==> config.mk <==
export PLATFORM = sky130hd
export DESIGN_NAME = gst_timer
export DESIGN_NICKNAME = d
export VERILOG_FILES = /design/src/hdl/gst_pkg.sv /design/src/hdl/gst_timer.sv
export SDC_FILE = /design/constraint.sdc
export NUM_CORES = 1
export LEC_CHECK = 0
export BUFFER_PORTS_ARGS = -buffer_cell sky130_fd_sc_hd__buf_2
export CAP_MARGIN = 30
export CORE_MARGIN = 4
export CORE_UTILIZATION = 55
export CTS_CLUSTER_DIAMETER = 150
export DETAILED_ROUTE_END_ITERATION = 12
export PLACE_DENSITY = 0.79
export SLEW_MARGIN = 5
export SYNTH_ARGS = -nofsm -noshare
export SYNTH_HDL_FRONTEND = slang
export SYNTH_SLANG_ARGS = --single-unit
==> constraint.sdc <==
create_clock -name clk -period 2.4 [get_ports clk]
set_input_delay 0 -clock clk [delete_from_list [all_inputs] [get_ports clk]]
set_output_delay 0 -clock clk [all_outputs]
set_load 0.03 [all_outputs]
==> src/hdl/gst_pkg.sv <==
// gst_pkg: constants, register map and types of the gated 16-bit timer
// assumes a 32-bit AXI4-Lite register bus and one 200 MHz system clock
package gst_pkg;

    // -------------------------------------------------------------
    // clock and divider
    // -------------------------------------------------------------
    localparam int        CLK_MHZ        = 200;
    localparam int        INSTR_DIV      = 4;
    localparam logic [1:0] INSTR_DIV_LAST = 2'(INSTR_DIV - 1);

    // -------------------------------------------------------------
    // register byte addresses
    // -------------------------------------------------------------
    localparam logic [5:0] ADDR_CONTROL  = 6'h00;
    localparam logic [5:0] ADDR_COUNT_LO = 6'h04;
    localparam logic [5:0] ADDR_COUNT_HI = 6'h08;
    localparam logic [5:0] ADDR_AUX      = 6'h0c;
    localparam logic [5:0] ADDR_FLAG     = 6'h10;
    localparam logic [5:0] ADDR_IRQ_EN   = 6'h14;
    localparam logic [5:0] ADDR_CCP_VAL  = 6'h18;
    localparam logic [5:0] ADDR_CCP_MODE = 6'h1c;

    // -------------------------------------------------------------
    // field positions and reset values
    // -------------------------------------------------------------
    localparam int AUX_GATE_SRC_BIT  = 1;
    localparam int AUX_CMP_SYNC_BIT  = 0;
    localparam int FLAG_OVF_BIT      = 0;
    localparam int EN_OVF_BIT        = 0;
    localparam int EN_PERIPH_BIT     = 1;
    localparam int EN_GLOBAL_BIT     = 2;
    localparam int MODE_CAPTURE_BIT  = 0;
    localparam int MODE_COMPARE_BIT  = 1;
    localparam int MODE_SPECIAL_BIT  = 2;

    localparam logic [7:0]  CONTROL_RESET = 8'h00;
    localparam logic [15:0] COUNT_RESET   = 16'h0000;
    localparam logic [15:0] COUNT_MAX     = 16'hffff;
    localparam logic [2:0]  PRESCALE_ZERO = 3'h0;

    localparam logic [1:0] RESP_OKAY   = 2'b00;
    localparam logic [1:0] RESP_SLVERR = 2'b10;

    // -------------------------------------------------------------
    // control register layout, bit 7 down to bit 0
    // -------------------------------------------------------------
    typedef struct packed {
        logic       gate_polarity;
        logic       gate_enable_ctl;
        logic [1:0] input_prescale_select;
        logic       lp_osc_enable;
        logic       sync_bypass;
        logic       clock_source_select;
        logic       timer_on;
    } gst_control_t;

    // -------------------------------------------------------------
    // capture/compare side
    // -------------------------------------------------------------
    typedef struct packed {
        logic special;
        logic compare;
        logic capture;
    } gst_ccp_mode_t;

endpackage

==> src/hdl/gst_timer.sv <==
// gst_timer: gated 16-bit timer/counter with prescaler, sleep wake and capture/compare time base
// assumes AXI4-Lite master on clk; pins arrive asynchronously and are synchronised here
//
// Chosen here: the register addresses and the AXI4-Lite slave port.
`timescale 1ns/10ps

// What this block does
// - count byte reads always stable and valid
// - gated counting from pin or comparator
// - bit 7 selects gate active level
// - bit 6 enables gating while on
// - wrap to zero sets overflow flag
// - interrupt needs on and three enables
// - flag sticky until software clears it
// - sleep counting only external with sync_bypass
// - sleep overflow wakes, vectors if global
// - capture copies count on event
// - compare match raises an event
// - special trigger clears count, no flag
// - count write beats special clear
// - comparator gate resynced to timer clock
// - bits 5-4 prescale 1,2,4,8
// - bit 3 low-power oscillator conditional
// - bit 2 lets external clock count in sleep
// - bit 1 selects pin or instruction clock
// - falling edge needed before first rising
// - reset clears control register
// - count write clears hidden prescaler
module gst_timer
    import gst_pkg::*;
(
    input  wire logic        clk,
    input  wire logic        rst,
    input  wire logic [5:0]  s_axi_awaddr,
    input  wire logic        s_axi_awvalid,
    output logic             s_axi_awready,
    input  wire logic [31:0] s_axi_wdata,
    input  wire logic [3:0]  s_axi_wstrb,
    input  wire logic        s_axi_wvalid,
    output logic             s_axi_wready,
    output logic [1:0]       s_axi_bresp,
    output logic             s_axi_bvalid,
    input  wire logic        s_axi_bready,
    input  wire logic [5:0]  s_axi_araddr,
    input  wire logic        s_axi_arvalid,
    output logic             s_axi_arready,
    output logic [31:0]      s_axi_rdata,
    output logic [1:0]       s_axi_rresp,
    output logic             s_axi_rvalid,
    input  wire logic        s_axi_rready,
    input  wire logic        externalCountClock,
    input  wire logic        lpOscClock,
    input  wire logic        intOscNoClkout,
    input  wire logic        gatePin,
    input  wire logic        comparatorTwoOutput,
    input  wire logic        captureEventPin,
    input  wire logic        sleepMode,
    output logic             irqRequest,
    output logic             wakeRequest,
    output logic             vectorRequest,
    output logic             compareEvent
);

    // -------------------------------------------------------------
    // state
    // -------------------------------------------------------------
    gst_control_t  control;
    gst_ccp_mode_t ccpMode;
    logic [15:0]   count;
    logic [15:0]   captureCompareValue;
    logic          gateSourceSelect;
    logic          comparatorSyncEnable;
    logic          overflowFlag;
    logic          overflowIrqEnable;
    logic          peripheralIrqEnable;
    logic          globalIrqEnable;
    logic [2:0]    prescale;
    logic [1:0]    instrDiv;
    logic          armed;
    logic          prevOn;
    logic          prevPinLevel;
    logic          prevCapture;
    logic          compMatchPrev;
    logic          comparatorLatched;

    logic [5:0]    wrAddr;
    logic [31:0]   wrData;
    logic [3:0]    wrStrb;
    logic          haveAw;
    logic          haveW;

    // -------------------------------------------------------------
    // pin synchronisers
    // -------------------------------------------------------------
    logic [4:0] pinMeta;
    logic [4:0] pinSync;
    logic [4:0] pinRaw;

    assign pinRaw = {captureEventPin, comparatorTwoOutput, gatePin, lpOscClock, externalCountClock};

    genvar g;
    generate
        for (g = 0; g < 5; g++)
        begin : gen_sync
            always_ff @(posedge clk)
            begin
                pinMeta[g] <= pinRaw[g];
                pinSync[g] <= pinMeta[g];
            end
        end
    endgenerate

    // -------------------------------------------------------------
    // helpers
    // -------------------------------------------------------------
    function automatic logic isCountAddr(input logic [5:0] a);
        isCountAddr = (a == ADDR_COUNT_LO) || (a == ADDR_COUNT_HI);
    endfunction

    function automatic logic isMapped(input logic [5:0] a);
        isMapped = (a == ADDR_CONTROL) || isCountAddr(a) || (a == ADDR_AUX) || (a == ADDR_FLAG)
                || (a == ADDR_IRQ_EN) || (a == ADDR_CCP_VAL) || (a == ADDR_CCP_MODE);
    endfunction

    // -------------------------------------------------------------
    // axi write path
    // -------------------------------------------------------------
    logic wrFire;
    logic wrHit;
    logic countWrite;

    assign wrFire     = haveAw && haveW && !s_axi_bvalid;
    assign wrHit      = wrFire && wrStrb[0];
    assign countWrite = wrHit && isCountAddr(wrAddr);

    always_ff @(posedge clk)
    begin
        if (rst)
        begin
            haveAw        <= 1'b0;
            haveW         <= 1'b0;
            s_axi_awready <= 1'b0;
            s_axi_wready  <= 1'b0;
            s_axi_bvalid  <= 1'b0;
            s_axi_bresp   <= RESP_OKAY;
            wrAddr        <= ADDR_CONTROL;
            wrData        <= 32'h0000_0000;
            wrStrb        <= 4'h0;
        end
        else
        begin
            s_axi_awready <= !haveAw && !s_axi_awready && s_axi_awvalid;
            s_axi_wready  <= !haveW && !s_axi_wready && s_axi_wvalid;
            if (s_axi_awvalid && s_axi_awready)
            begin
                haveAw <= 1'b1;
                wrAddr <= s_axi_awaddr;
            end
            if (s_axi_wvalid && s_axi_wready)
            begin
                haveW  <= 1'b1;
                wrData <= s_axi_wdata;
                wrStrb <= s_axi_wstrb;
            end
            if (wrFire)
            begin
                haveAw       <= 1'b0;
                haveW        <= 1'b0;
                s_axi_bvalid <= 1'b1;
                s_axi_bresp  <= isMapped(wrAddr) ? RESP_OKAY : RESP_SLVERR;
            end
            else if (s_axi_bvalid && s_axi_bready)
            begin
                s_axi_bvalid <= 1'b0;
            end
        end
    end

    // -------------------------------------------------------------
    // software registers
    // -------------------------------------------------------------
    always_ff @(posedge clk)
    begin
        if (rst)
        begin
            control              <= CONTROL_RESET;
            gateSourceSelect     <= 1'b0;
            comparatorSyncEnable <= 1'b0;
            overflowIrqEnable    <= 1'b0;
            peripheralIrqEnable  <= 1'b0;
            globalIrqEnable      <= 1'b0;
            ccpMode              <= '0;
        end
        else if (wrHit)
        begin
            case (wrAddr)
                ADDR_CONTROL:  control <= gst_control_t'(wrData[7:0]);
                ADDR_AUX:
                begin
                    gateSourceSelect     <= wrData[AUX_GATE_SRC_BIT];
                    comparatorSyncEnable <= wrData[AUX_CMP_SYNC_BIT];
                end
                ADDR_IRQ_EN:
                begin
                    overflowIrqEnable   <= wrData[EN_OVF_BIT];
                    peripheralIrqEnable <= wrData[EN_PERIPH_BIT];
                    globalIrqEnable     <= wrData[EN_GLOBAL_BIT];
                end
                ADDR_CCP_MODE: ccpMode <= gst_ccp_mode_t'(wrData[2:0]);
                default: ;
            endcase
        end
    end

    // -------------------------------------------------------------
    // clock source and input tick
    // -------------------------------------------------------------
    logic useLpOsc;
    logic pinLevel;
    logic instrTick;
    logic pinRise;
    logic pinFall;
    logic inputTick;
    logic sleepHalt;

    assign useLpOsc  = control.lp_osc_enable && intOscNoClkout;
    assign pinLevel  = useLpOsc ? pinSync[1] : pinSync[0];
    assign instrTick = (instrDiv == INSTR_DIV_LAST);
    assign pinRise   = pinLevel && !prevPinLevel;
    assign pinFall   = !pinLevel && prevPinLevel;
    // sync_bypass only changes sleep behaviour: pin is always resampled on clk
    assign sleepHalt = sleepMode && !(control.clock_source_select && control.sync_bypass);
    assign inputTick = control.clock_source_select ? (pinRise && armed) : instrTick;

    always_ff @(posedge clk)
    begin
        if (rst)
        begin
            instrDiv     <= 2'b00;
            prevPinLevel <= 1'b0;
            prevOn       <= 1'b0;
        end
        else
        begin
            instrDiv     <= instrDiv + 2'b01;
            prevPinLevel <= pinLevel;
            prevOn       <= control.timer_on;
        end
    end

    // falling edge must be seen before the first counted rising edge
    always_ff @(posedge clk)
    begin
        if (rst)
        begin
            armed <= 1'b0;
        end
        else if (countWrite || !control.timer_on || (control.timer_on && !prevOn))
        begin
            armed <= 1'b0;
        end
        else if (pinFall)
        begin
            armed <= 1'b1;
        end
    end

    // -------------------------------------------------------------
    // gate
    // -------------------------------------------------------------
    logic gateSource;
    logic gateActive;
    logic countEnable;

    always_ff @(posedge clk)
    begin
        if (rst)
        begin
            comparatorLatched <= 1'b0;
        end
        else if (inputTick)
        begin
            comparatorLatched <= pinSync[3];
        end
    end

    assign gateSource  = gateSourceSelect
                       ? (comparatorSyncEnable ? comparatorLatched : pinSync[3])
                       : pinSync[2];
    assign gateActive  = control.gate_polarity ? gateSource : !gateSource;
    assign countEnable = control.timer_on && (!control.gate_enable_ctl || gateActive) && !sleepHalt;

    // -------------------------------------------------------------
    // prescaler and counter
    // -------------------------------------------------------------
    logic [2:0] prescaleMask;
    logic       countTick;
    logic       compareMatch;
    logic       specialClear;

    always_comb
    begin
        case (control.input_prescale_select)
            2'b00:   prescaleMask = 3'h0;
            2'b01:   prescaleMask = 3'h1;
            2'b10:   prescaleMask = 3'h3;
            2'b11:   prescaleMask = 3'h7;
            default: prescaleMask = 3'h0;
        endcase
    end

    assign countTick    = countEnable && inputTick && ((prescale & prescaleMask) == prescaleMask);
    assign compareMatch = ccpMode.compare && (count == captureCompareValue);
    assign specialClear = compareMatch && !compMatchPrev && ccpMode.special;

    always_ff @(posedge clk)
    begin
        if (rst || countWrite)
        begin
            prescale <= PRESCALE_ZERO;
        end
        else if (countEnable && inputTick)
        begin
            prescale <= prescale + 3'h1;
        end
    end

    always_ff @(posedge clk)
    begin
        if (rst)
        begin
            count <= COUNT_RESET;
        end
        else if (countWrite)
        begin
            // write wins over special clear and increment
            if (wrAddr == ADDR_COUNT_LO)
            begin
                count[7:0] <= wrData[7:0];
            end
            else
            begin
                count[15:8] <= wrData[7:0];
            end
        end
        else if (specialClear)
        begin
            count <= COUNT_RESET;
        end
        else if (countTick)
        begin
            count <= count + 16'h0001;
        end
    end

    // -------------------------------------------------------------
    // overflow flag, set wins over clear
    // -------------------------------------------------------------
    logic overflowSet;

    assign overflowSet = countTick && !countWrite && !specialClear && (count == COUNT_MAX);

    always_ff @(posedge clk)
    begin
        if (rst)
        begin
            overflowFlag <= 1'b0;
        end
        else if (overflowSet)
        begin
            overflowFlag <= 1'b1;
        end
        else if (wrHit && wrAddr == ADDR_FLAG && !wrData[FLAG_OVF_BIT])
        begin
            overflowFlag <= 1'b0;
        end
    end

    // -------------------------------------------------------------
    // capture/compare time base
    // -------------------------------------------------------------
    always_ff @(posedge clk)
    begin
        if (rst)
        begin
            captureCompareValue <= COUNT_RESET;
            prevCapture         <= 1'b0;
            compMatchPrev       <= 1'b0;
            compareEvent        <= 1'b0;
        end
        else
        begin
            prevCapture   <= pinSync[4];
            compMatchPrev <= compareMatch;
            compareEvent  <= compareMatch && !compMatchPrev;
            if (ccpMode.capture && pinSync[4] && !prevCapture)
            begin
                captureCompareValue <= count;
            end
            else if (wrFire && wrAddr == ADDR_CCP_VAL)
            begin
                if (wrStrb[0])
                begin
                    captureCompareValue[7:0] <= wrData[7:0];
                end
                if (wrStrb[1])
                begin
                    captureCompareValue[15:8] <= wrData[15:8];
                end
            end
        end
    end

    // -------------------------------------------------------------
    // interrupt and wake outputs
    // -------------------------------------------------------------
    logic wakeCond;

    assign wakeCond = sleepMode && overflowFlag && overflowIrqEnable && peripheralIrqEnable;

    always_ff @(posedge clk)
    begin
        if (rst)
        begin
            irqRequest    <= 1'b0;
            wakeRequest   <= 1'b0;
            vectorRequest <= 1'b0;
        end
        else
        begin
            irqRequest    <= control.timer_on && overflowFlag && overflowIrqEnable
                          && peripheralIrqEnable && globalIrqEnable;
            wakeRequest   <= wakeCond;
            vectorRequest <= wakeCond && globalIrqEnable;
        end
    end

    // -------------------------------------------------------------
    // axi read path; count is in clk domain so both bytes read stable
    // -------------------------------------------------------------
    logic [31:0] readValue;

    always_comb
    begin
        readValue = 32'h0000_0000;
        case (s_axi_araddr)
            ADDR_CONTROL:  readValue[7:0] = control;
            ADDR_COUNT_LO: readValue[7:0] = count[7:0];
            ADDR_COUNT_HI: readValue[7:0] = count[15:8];
            ADDR_AUX:
            begin
                readValue[AUX_GATE_SRC_BIT] = gateSourceSelect;
                readValue[AUX_CMP_SYNC_BIT] = comparatorSyncEnable;
            end
            ADDR_FLAG:     readValue[FLAG_OVF_BIT] = overflowFlag;
            ADDR_IRQ_EN:
            begin
                readValue[EN_OVF_BIT]    = overflowIrqEnable;
                readValue[EN_PERIPH_BIT] = peripheralIrqEnable;
                readValue[EN_GLOBAL_BIT] = globalIrqEnable;
            end
            ADDR_CCP_VAL:  readValue[15:0] = captureCompareValue;
            ADDR_CCP_MODE: readValue[2:0] = ccpMode;
            default:       readValue = 32'h0000_0000;
        endcase
    end

    always_ff @(posedge clk)
    begin
        if (rst)
        begin
            s_axi_arready <= 1'b0;
            s_axi_rvalid  <= 1'b0;
            s_axi_rdata   <= 32'h0000_0000;
            s_axi_rresp   <= RESP_OKAY;
        end
        else
        begin
            s_axi_arready <= 1'b0;
            if (s_axi_arvalid && !s_axi_arready && !s_axi_rvalid)
            begin
                s_axi_arready <= 1'b1;
                s_axi_rvalid  <= 1'b1;
                s_axi_rdata   <= readValue;
                s_axi_rresp   <= isMapped(s_axi_araddr) ? RESP_OKAY : RESP_SLVERR;
            end
            else if (s_axi_rvalid && s_axi_rready)
            begin
                s_axi_rvalid <= 1'b0;
            end
        end
    end

endmodule

==> metrics.txt <==
Leakage=2.89 nW; port buffer count=70; Worst Max-Slew Pin Slew=0.612 ns; clk_lat worst skew=0.53 ns; top cell type by total area after synthesis=dfxtp_1; pwr dens=668 nW/um^2; Final Setup Violations=0; Yosys reg bits=123; status=complete, no violations; final WL=17,700 um; final cell count without fillers=981; number of global-route vias before repair=5,507; placed cells=897; Avg Synthesized Cell Area=8.13 um^2; Final period util=95.4%; R2R Path Start=control[3]; Max Root-Sink Buffers=2; crit path DAT=2.75 ns; worst hold-check path type=in2reg; die width=110 um; FFs w/ async S/R, synth=0%; FF-to-FF End=overflowFlag; crit path capture type=register; count of cell types in the netlist=66; max_cap viols=0; Max VDD drop=0.644 mV; RePlAce Congestion=0.950; Fin Setup TNS=0 ns; cell count after synthesis=704; Synth Flop Type=dfxtp_1; Core ar.=9950 um^2; Detailed Place HPWL=11,800 um; Die Footprint=12,100 um^2; H-tree Lvls=4; Post-synth EDFFs=0; Worst Path Max Fanout=3; first-pass GRT wire length=28,100 um; TritonCTS clock tree=done; vias=5,681; Post-Synthesis Cell Area=5720 um^2; share of the synthesized area in the top cell type=43.0%; most frequent cell after synthesis=nand2_1; # IOs=107; RSZ-0062 raised after global routing=no; crit path launch type=register; final layout net count=900; FP Rows=36; clock period minus worst slack=2.29 ns; Slew HR=59.1%; Critical Path RT=2.86 ns; Layout area overhead=29.3%; most frequent cells after synthesis=nand2_1, dfxtp_1, a21oi_1; setup skew after layout=0.00624 ns; drt via density=5.79; max-slew violations=0; DRT antenna net count=0; Fin. Hold Viols=0; cts bufs inserted=17; fraction of layout cells with a size suffix above 1=20.4%; DIE HEIGHT=110 um; initial antenna violation count=0; DRC Markers=0; # diodes=0; initial drt markers=568; WL/cell=18.1 um; R2R Setup Slk=0.11 ns; Synth warnings=0; Initial Util=57.5%; Sink Count=123; Area contributors post-synth=dfxtp_1, nand2_1, a21oi_1, nor2_1, nand3_1; Fillers=692; first-pass detailed-route iteration total=5; Critical Path End=overflowFlag; fin area=7400 um^2; Highest Clock Rate=437 MHz; DP Area=6280 um^2; post-synthesis sequential area ratio=43.0%; GRT overflow=0; pin count of the biggest net entering global routing=86; crit path launch=control[3]; CTS root buf=clkbuf_8; kind of critical path=reg2reg; worst reg2reg path depth=7; clock-pin slew on the worst setup and hold paths=0.06 ns; GRT Total Usage=30.7%
kinds of logic (layout without fill, tap and decap cells):
logic type	Yosys count	after routing	share of synthesized area [%]
AO/OA/AOI/OAI	173	173	19.6
flip-flops	123	123	43.0
buffers and inverters	73	200	6.60
AND/OR/NAND/NOR	296	296	23.6
multiplexers	17	17	3.67
XOR/XNOR	18	18	2.76
other	1	18	0.0655
adder cells (fa/ha/maj)	3	3	0.656
how the worst min path moves through the flow:
stage                        startpoint         endpoint  depth (start not counted)
CTS                       s_axi_arvalid   s_axi_rresp[1]                          5
detailed placement              gatePin       pinMeta[2]                          1
floorplan            externalCountClock       pinMeta[0]                          0
global route              s_axi_arvalid  s_axi_rdata[14]                          5
finish                    s_axi_arvalid   s_axi_rresp[1]                          5
global placement    comparatorTwoOutput       pinMeta[3]                          1
metal layers:
layer / vias to the layer above / part of all wire (%) / wire, um / GRT usage (%)
met4: 0 / 2.4 / 429 / 11.5
met3: 41 / 8.7 / 1550 / 7.80
met2: 282 / 47 / 8400 / 48.7
met5: - / 0 / 0 / 0
met1: 2669 / 41 / 7340 / 40.4
li1: 2689 / - / - / -
placed cells by master (no fill, tap or decap), types with 7 or more instances in the layout:
cell type | Yosys | layout
nand2_1 | 134 | 134
dfxtp_1 | 123 | 122
a21oi_1 | 91 | 91
buf_2 | 3 | 70
nor2_1 | 60 | 60
dlygate4sd3_1 | 0 | 48
buf_4 | 18 | 39
nand3_1 | 36 | 36
conb_1 | 1 | 18
nor3_1 | 16 | 16
clkbuf_16 | 0 | 16
xnor2_1 | 15 | 14
mux2i_1 | 12 | 12
o21ai_0 | 11 | 11
nand4_1 | 8 | 8
o31ai_1 | 8 | 8
inv_1 | 7 | 7
nor2b_1 | 7 | 7
what timing repair did:
| item | CTS | global route |
|---|---|---|
| endpoints found under the setup margin | 0 | 5 |
| resized for setup | 0 | 4 |
| hold buffers | 48 | 0 |
| setup buffers | 0 | 4 |
| hold endpoints to repair | 53 | 0 |
sequential cells by signal, indices dropped and copies added (netlist names), 2 cells and up:
name and cells:
count 16, s_axi_rdata 16, captureCompareValue 16, prescale 3, ccpMode 3, pinSync 5
control 8, wrAddr 6, pinMeta 5, instrDiv 2, wrData 16, wrStrb 2
power by group:
group          switching (mW)  internal [mW]  leakage (nW)
logic                   0.185          0.118          1.59
clock network           0.874           1.66         0.293
registers              0.0336           2.08         0.999
cell type report:
cell class	instances	area (um^2)	share of cell area, %
clock inverters	8	115	1.56
flip-flops and latches	123	2460	33.3
multi-input cells	525	2970	40.2
clock buffers	24	470	6.36
well taps	133	166	2.25
repair buffers	160	1180	16.0
inverters	8	30.0	0.406
worst max-delay path, cell delays in order (launching register included):
cell	delay [ns]
dfxtp_1	0.42
nand2_1	0.10
mux2i_1	0.18
o32ai_2	0.35
nand4_1	0.28
buf_4	0.22
or4_1	0.53
a21oi_1	0.15
stage by stage:
| step | hold slack (ns) | power [mW] | util [%] | worst slack, ns |
|---|---|---|---|---|
| after global routing | 0.0670 | 5.08 | 74.3 | 0.00198 |
| final | 0.0389 | 4.95 | 74.3 | 0.110 |
| after detailed placement | 0.105 | 2.39 | 63.1 | 0.106 |
| after CTS | 0.0306 | 4.93 | 73.8 | 0.0954 |
| after floorplan | 0.0277 | 2.34 | - | 0.315 |
| after global placement | 0.102 | 2.39 | 63.1 | 0.216 |
(Power assumes the default switching activity.)
